<file path="src/pad_pkg.sv">
package pad_pkg;
  // general pin a functions
  typedef enum logic [1:0] {
    PA_FLASH_OUT,
    PA_INPUT
  } pin_a_mode_type;
  // general pin b functions
  typedef enum logic [1:0] {
    PB_SHUTTER_OUT,
    PB_CHAIN_OUT,
    PB_INPUT
  } pin_b_mode_type;
  // input functions shared by all input-capable pads
  typedef enum logic [1:0] {
    IN_ADDR_SEL,
    IN_TRIGGER,
    IN_STANDBY
  } in_func_type;
  // general input d functions
  typedef enum logic [0:0] {
    PD_CHAIN_IN,
    PD_GENERAL
  } pin_d_mode_type;
  // lane count codes
  localparam logic [1:0] LANES_2 = 2'h0;
  localparam logic [1:0] LANES_3 = 2'h1;
  localparam logic [1:0] LANES_4 = 2'h2;
  localparam int LANE_MAX = 4;
  // pad output level held in reset and until reset release
  localparam logic PAD_DEFAULT = 1'b0;
  // master clock range, in kHz
  localparam int MCLK_MIN_KHZ = 6000;
  localparam int MCLK_MAX_KHZ = 27000;
  // pad configuration travelling together
  typedef struct packed {
    pin_a_mode_type a_mode;
    pin_b_mode_type b_mode;
    logic c_enable;
    logic d_enable;
    pin_d_mode_type d_mode;
    in_func_type a_func;
    in_func_type b_func;
    in_func_type c_func;
    in_func_type d_func;
    logic [1:0] lane_cfg;
  } pad_cfg_type;
  // functions recovered from the input pads
  typedef struct packed {
    logic addr_sel;
    logic trigger;
    logic standby_req;
    logic chain_in;
  } in_funcs_type;
endpackage : pad_pkg

</file>
<file path="src/sensor_control_pad_logic.sv">
`timescale 1ns/1ps
module sensor_control_pad_logic
  import pad_pkg::*;
(
  // clock and resets
  input wire logic ref_clk,
  input wire logic rst,
  input wire logic hard_reset_n,
  // configuration from the register core
  input wire pad_cfg_type cfg,
  input wire logic flash_req,
  input wire logic shutter_req,
  input wire logic chain_out_req,
  // general pin a, three-signal pad
  input wire logic general_pin_a_in,
  output logic general_pin_a_out,
  output logic general_pin_a_oe_n,
  // general pin b, three-signal pad
  input wire logic general_pin_b_in,
  output logic general_pin_b_out,
  output logic general_pin_b_oe_n,
  // general inputs
  input wire logic general_input_c,
  input wire logic general_input_d,
  output logic input_c_powered,
  output logic input_d_powered,
  // recovered input functions
  output in_funcs_type in_funcs,
  // two-wire serial register bus pads
  input wire logic serial_clock,
  input wire logic register_serial_data_in,
  input wire logic register_serial_data_drive,
  input wire logic register_serial_data_bit,
  output logic register_serial_data_out,
  output logic register_serial_data_oe_n,
  output logic serial_clock_rise,
  output logic serial_data_sync,
  // image lanes
  input wire logic [LANE_MAX-1:0] lane_data,
  input wire logic lane_clk_in,
  output logic [LANE_MAX-1:0] lane_out,
  output logic [LANE_MAX-1:0] lane_enable,
  output logic lane_clk_out,
  // power state
  output logic digital_power_on,
  output logic core_rst
);

  logic arst;
  logic [1:0] rel_sync_r;
  logic core_run;
  logic [1:0] a_sync_r, b_sync_r, c_sync_r, d_sync_r;
  logic [1:0] scl_sync_r, sda_sync_r;
  logic scl_prev_r;
  logic a_val, b_val, c_val, d_val;
  in_funcs_type funcs_nxt;

  // either reset source
  // async hard reset
  assign arst = rst | ~hard_reset_n;

  // release synchroniser for either reset
  // synced reset release
  always_ff @(posedge ref_clk or posedge arst) begin
    if (arst) begin
      rel_sync_r <= 2'h0;
    end else begin
      rel_sync_r <= {rel_sync_r[0], 1'b1};
    end
  end
  assign core_run = rel_sync_r[1];
  assign core_rst = ~core_run;

  // digital domain on only after reset release
  // power off in reset
  assign digital_power_on = core_run;

  // pad input synchronisers
  always_ff @(posedge ref_clk or posedge arst) begin
    if (arst) begin
      a_sync_r <= 2'h0;
      b_sync_r <= 2'h0;
      c_sync_r <= 2'h0;
      d_sync_r <= 2'h0;
    end else begin
      a_sync_r <= {a_sync_r[0], general_pin_a_in};
      b_sync_r <= {b_sync_r[0], general_pin_b_in};
      c_sync_r <= {c_sync_r[0], general_input_c};
      d_sync_r <= {d_sync_r[0], general_input_d};
    end
  end

  // powered-down inputs read as zero
  // inputs c d off
  assign c_val = c_sync_r[1] & cfg.c_enable;
  assign d_val = d_sync_r[1] & cfg.d_enable;
  assign a_val = a_sync_r[1] & (cfg.a_mode == PA_INPUT);
  assign b_val = b_sync_r[1] & (cfg.b_mode == PB_INPUT);
  assign input_c_powered = core_run & cfg.c_enable;
  assign input_d_powered = core_run & cfg.d_enable;

  // route one pad level to its chosen function
  function automatic in_funcs_type route(input logic v, input in_func_type f);
    in_funcs_type r;
    r = '0;
    case (f)
      IN_ADDR_SEL: r.addr_sel = v;
      IN_TRIGGER: r.trigger = v;
      IN_STANDBY: r.standby_req = v;
      default: r = '0;
    endcase
    return r;
  endfunction : route

  // merge every input-capable pad
  // input a b c d functions
  always_comb begin
    funcs_nxt = route(c_val, cfg.c_func);
    funcs_nxt = funcs_nxt | route(a_val, cfg.a_func);
    funcs_nxt = funcs_nxt | route(b_val, cfg.b_func);
    if (cfg.d_mode == PD_CHAIN_IN) begin
      funcs_nxt.chain_in = d_val;
    end else begin
      funcs_nxt = funcs_nxt | route(d_val, cfg.d_func);
    end
  end

  // registered function outputs
  always_ff @(posedge ref_clk or posedge arst) begin
    if (arst) begin
      in_funcs <= '0;
    end else begin
      in_funcs <= funcs_nxt;
    end
  end

  // pin a output: flash by default, high-z until released
  // high-z then zero
  always_ff @(posedge ref_clk or posedge arst) begin
    if (arst) begin
      general_pin_a_out <= PAD_DEFAULT;
      general_pin_a_oe_n <= 1'b1;
    end else if (!core_run) begin
      general_pin_a_out <= PAD_DEFAULT;
      general_pin_a_oe_n <= 1'b1;
    end else begin
      general_pin_a_out <= (cfg.a_mode == PA_FLASH_OUT) & flash_req;
      general_pin_a_oe_n <= (cfg.a_mode == PA_INPUT);
    end
  end

  // pin b output: shutter by default, or chain output
  // pin b select
  always_ff @(posedge ref_clk or posedge arst) begin
    if (arst) begin
      general_pin_b_out <= PAD_DEFAULT;
      general_pin_b_oe_n <= 1'b1;
    end else if (!core_run) begin
      general_pin_b_out <= PAD_DEFAULT;
      general_pin_b_oe_n <= 1'b1;
    end else begin
      case (cfg.b_mode)
        PB_SHUTTER_OUT: general_pin_b_out <= shutter_req;
        PB_CHAIN_OUT: general_pin_b_out <= chain_out_req;
        default: general_pin_b_out <= PAD_DEFAULT;
      endcase
      general_pin_b_oe_n <= (cfg.b_mode == PB_INPUT);
    end
  end

  // serial bus pad sampling
  // serial bus pads
  always_ff @(posedge ref_clk or posedge arst) begin
    if (arst) begin
      // idle bus level is high: no false clock edge after reset
      scl_sync_r <= 2'h3;
      sda_sync_r <= 2'h3;
      scl_prev_r <= 1'b1;
    end else begin
      scl_sync_r <= {scl_sync_r[0], serial_clock};
      sda_sync_r <= {sda_sync_r[0], register_serial_data_in};
      scl_prev_r <= scl_sync_r[1];
    end
  end
  assign serial_clock_rise = scl_sync_r[1] & ~scl_prev_r;
  assign serial_data_sync = sda_sync_r[1];

  // open-drain data: only ever pulls low
  always_ff @(posedge ref_clk or posedge arst) begin
    if (arst) begin
      register_serial_data_out <= 1'b0;
      register_serial_data_oe_n <= 1'b1;
    end else begin
      register_serial_data_out <= 1'b0;
      register_serial_data_oe_n <= ~(core_run & register_serial_data_drive
                                     & ~register_serial_data_bit);
    end
  end

  // lane count to enable mask
  function automatic logic [LANE_MAX-1:0] lane_mask(input logic [1:0] c);
    case (c)
      LANES_2: lane_mask = 4'h3;
      LANES_3: lane_mask = 4'h7;
      LANES_4: lane_mask = 4'hf;
      default: lane_mask = 4'hf;
    endcase
  endfunction : lane_mask

  // image lanes, silenced at once by reset
  // four lanes plus clock
  always_ff @(posedge ref_clk or posedge arst) begin
    if (arst) begin
      lane_out <= '0;
      lane_enable <= '0;
      lane_clk_out <= 1'b0;
    end else begin
      lane_enable <= core_run ? lane_mask(cfg.lane_cfg) : '0;
      lane_out <= core_run ? (lane_data & lane_mask(cfg.lane_cfg)) : '0;
      lane_clk_out <= core_run & lane_clk_in;
    end
  end

  // pads float until the release has passed the synchroniser
  pads_float_a: assert property (
    @(posedge ref_clk) disable iff (arst)
    !core_run |-> (general_pin_a_oe_n && general_pin_b_oe_n))
    else $error("pad driven before reset release");

  // first edge after release drives zero on pin a in flash mode
  pads_zero_a: assert property (
    @(posedge ref_clk) disable iff (arst)
    ($rose(core_run) && cfg.a_mode == PA_FLASH_OUT && !flash_req)
      |=> (!general_pin_a_oe_n && !general_pin_a_out))
    else $error("pin a not driving zero after release");

  // flash follows its request one cycle later
  flash_follow_a: assert property (
    @(posedge ref_clk) disable iff (arst)
    (core_run && cfg.a_mode == PA_FLASH_OUT) |=> general_pin_a_out ==
      $past(flash_req))
    else $error("flash output wrong");

  // shutter follows its request
  shutter_follow_a: assert property (
    @(posedge ref_clk) disable iff (arst)
    (core_run && cfg.b_mode == PB_SHUTTER_OUT)
      |=> (general_pin_b_out == $past(shutter_req) && !general_pin_b_oe_n))
    else $error("shutter output wrong");

  // with inputs c d disabled and pins a b not inputs, no function is set
  c_off_a: assert property (
    @(posedge ref_clk) disable iff (arst)
    (!cfg.c_enable && !cfg.d_enable && cfg.a_mode != PA_INPUT
      && cfg.b_mode != PB_INPUT) |=> in_funcs == '0)
    else $error("powered-down input leaked");

  // input c standby path, three cycles from pin
  c_standby_a: assert property (
    @(posedge ref_clk) disable iff (arst)
    (cfg.c_enable && cfg.c_func == IN_STANDBY && c_sync_r[1])
      |=> in_funcs.standby_req)
    else $error("standby request missed");

  // input d chain path
  d_chain_a: assert property (
    @(posedge ref_clk) disable iff (arst)
    (cfg.d_mode == PD_CHAIN_IN)
      |=> in_funcs.chain_in == $past(d_val))
    else $error("chain input wrong");

  // lanes beyond a two-lane count stay quiet
  lane_mask_a: assert property (
    @(posedge ref_clk) disable iff (arst)
    (core_run && cfg.lane_cfg == LANES_2) |=> lane_enable[3:2] == 2'h0)
    else $error("unused lane enabled");

  // power stays off while either reset is held
  power_track_a: assert property (
    @(posedge ref_clk)
    (rst || !hard_reset_n) |-> (!digital_power_on && core_rst))
    else $error("power on during reset");

endmodule : sensor_control_pad_logic

</file>
<file path="config.mk">
export PLATFORM = sky130hd
export DESIGN_NAME = sensor_control_pad_logic
export DESIGN_NICKNAME = d
export VERILOG_FILES = /design/src/pad_pkg.sv /design/src/sensor_control_pad_logic.sv
export SDC_FILE = /design/constraint.sdc
export NUM_CORES = 1
export LEC_CHECK = 0
export ABC_AREA = 1
export ABC_CLOCK_PERIOD_IN_PS = 3450
export BUFFER_PORTS_ARGS = -buffer_cell sky130_fd_sc_hd__buf_2
export CORE_AREA = 2 2 54 56
export CTS_CLUSTER_SIZE = 40
export DETAILED_ROUTE_END_ITERATION = 12
export DIE_AREA = 0 0 56 58
export PLACE_DENSITY = 0.76
export SYNTH_ARGS = -nofsm -noshare
export SYNTH_HDL_FRONTEND = slang
export SYNTH_SLANG_ARGS = --single-unit
</file>
<file path="constraint.sdc">
create_clock -name ref_clk -period 3.45 [get_ports ref_clk]
set_input_delay 0.5175 -clock ref_clk [delete_from_list [all_inputs] [get_ports ref_clk]]
set_output_delay 0.5175 -clock ref_clk [all_outputs]
set_load 0.01 [all_outputs]
</file>
==> reports/summary.txt <==
status = finished clean
Syn Inst Count = 119
Worst slew margin = 0.264
RD Place Congestion = 0.877
Nets = 219
site row count = 19
# H-tree levels = 2
wire length on met1 = 862 microns
Final Hold Viols = 0
Startpoint Class = register
area of the multi-input gates = 272 sq um
share of synthesized flip-flops with an asynchronous set or reset = 1.00
hold_ws = 0.292 ns
register area = 811 sq um
Max stage delay on crit path = 0.61 ns
Syn Area/Cell = 10.0 sq um
global-route wire length before repair = 3770 microns
die width = 56 microns
Initial DRC Count = 7
classification of the worst-slack hold path = primary input to register
number of flops mapped to enable cells by yosys = 0
area leader, netlist = dfrtp_1
Yosys reg bits = 32
Syn Nets = 155
count leader, synth = nand2_1
Ys Warns = 0
CP max FO = 12
met2 WL post-DR = 1230 microns
post-CTS setup buffers = 0
crit end category = output pin
Worst EP required = 2.93 ns
DP Worst Slack = 1.75 ns
measured slew at the worst slew-check pin = 1.10 ns
I/O pin count = 61
initial antenna violation count = 0
share of post-route cells with drive strength above 1 = 0.457
CP delay by family, top = flip-flops
clock latency on the worst-skew pair = 0.33 ns
Overflow after GRT = 0
Clk pin slew, worst setup/hold paths = 0.09 ns
synthesized area = 1190 sq um
Buf/Inv on CP = 2
largest net degree at the start of global routing = 26
Placeable Area = 2660 sq um
Starting Density = 0.447
share of the synthesized area in the top cell type = 0.504
fmax = 582 MHz
total wire length = 2370 microns
HPWL Detailed = 1850 microns
Synth top cells by count = 25 x nand2_1, 24 x dfrtp_1, 21 x nor2_1
Synth cell types = 17
CTS max path bufs = 2
Tmin final = 1.72 ns
CTS tree = built
Primary FF master, synth = dfrtp_1
DR pass1 iterations = 4
root buf cell = clkbuf_4
diode count = 0
WS Path Type = register to output pin
DR top layer = met4
post-route setup slack = 1.73 ns
vias = 953
fill count = 238
met3 routed WL = 211 microns
maximum vdd ir drop = 0.000291 V
ranking of synthesized cells by area = dfrtp_1 50%, dfstp_2 18%, nand2_1 7.9%
cells along the critical path = nand2_1, inv_1, buf_2
Routed Antenna Nets = 0
CTS Buf Count = 5
RSZ-0062 raised after global routing = false
vias in the first global route = 933
max cap viols = 0
clk_skew = 0.0114 ns
DRC = 0
fin crit share = 0.498
total power = 679 uW
via/cell ratio = 4.43
Die Ht = 58 microns
WL/cell = 11.0 microns
I/O Buffers = 59
Global Route Usage Sum = 0.160
PD cells = 434 nW/um^2
Post-CTS Resized = 0
Die ar. = 3250 sq um
cts hold-fix bufs = 0
Slew Limit Fails = 0
leak pwr = 0.000932 uW
slowest CP cell = dfrtp_1
sequential cell area fraction in the yosys report = 0.681
area delta synth->final = 31.2%
worst endpoint data arrival time = 1.20 ns
final setup fails = 0
clock tree sinks = 32
setup tns final = 0 ns
==> metrics by stage <==
stage	std cells	instance area, sq um	util
after floorplan	119	1190	-
final	215	1560	0.587
after detailed placement	207	1510	0.568
after global placement	207	1510	0.568
after global routing	215	1560	0.587
after CTS	215	1560	0.587
==> worst paths after layout <==
path                          startpoint                   endpoint  slack, ns  cells after the start
min                         serial_clock              scl_sync_r[0]       0.29                      1
max reg2reg                rel_sync_r[1]  register_serial_data_oe_n       2.50                      3
min in group asynchronous   hard_reset_n                lane_out[1]       0.51                      3
max                        rel_sync_r[1]            input_c_powered       1.73                      3
max in group asynchronous            rst                lane_out[3]       2.20                      3
min reg2reg                  a_sync_r[0]                a_sync_r[1]       0.35                      0
==> per-layer routing <==
| layer | vias up | GRT usage |
|---|---|---|
| met5 | - | 0 |
| met4 | 0 | 0.102 |
| met3 | 8 | 0.0603 |
| met2 | 42 | 0.279 |
| met1 | 432 | 0.163 |
| li1 | 471 | - |
==> power by group <==
| part | switching, uW | internal [uW] |
|---|---|---|
| combinational | 44.6 | 33.9 |
| clock | 116 | 79.3 |
| sequential | 7.81 | 398 |
==> final cells by class <==
cell class / count / area share
clock buffers: 7 / 0.0288
well taps: 31 / 0.0248
inverters: 23 / 0.0568
repair buffers: 60 / 0.194
multi-input cells: 61 / 0.174
flip-flops and latches: 32 / 0.519
clock inverters: 1 / 0.00320
==> logic make-up after synthesis <==
kind of cell | Yosys count | share of synthesized area
other | 2 | 0.00630
AOI/OAI and AO/OA | 3 | 0.0126
buffers and inverters | 26 | 0.0935
and+or+nand+nor | 56 | 0.207
DFF | 32 | 0.681
==> flip-flops by register name, summed over array words and instances, names as in the netlist <==
signal,count
lane_clk_out,1
d_sync_r,2
general_pin_b_oe_n,1
general_pin_a_oe_n,1
register_serial_data_oe_n,1
sda_sync_r,2
scl_sync_r,2
general_pin_b_out,1
rel_sync_r,2
a_sync_r,2
c_sync_r,2
lane_out,4
scl_prev_r,1
in_funcs,4
b_sync_r,2
general_pin_a_out,1
lane_enable,3
==> worst register-to-register path, stage by stage, from the launching register on <==
cell and delay [ns]:
dfrtp_1 0.61, inv_4 0.08, nor2_1 0.11, nand2_1 0.08
==> placed cells by master, fill, tap and decap left out, drive strengths merged <==
master,count
dfrtp,24
dfstp,8
clkbuf,7
inv,23
nand3,6
conb,2
o21ai,1
a21oi,2
nand2,25
buf,60
nor3,2
clkinv,1
nor2,22
nor3b,1
(Power assumes the default switching activity.)
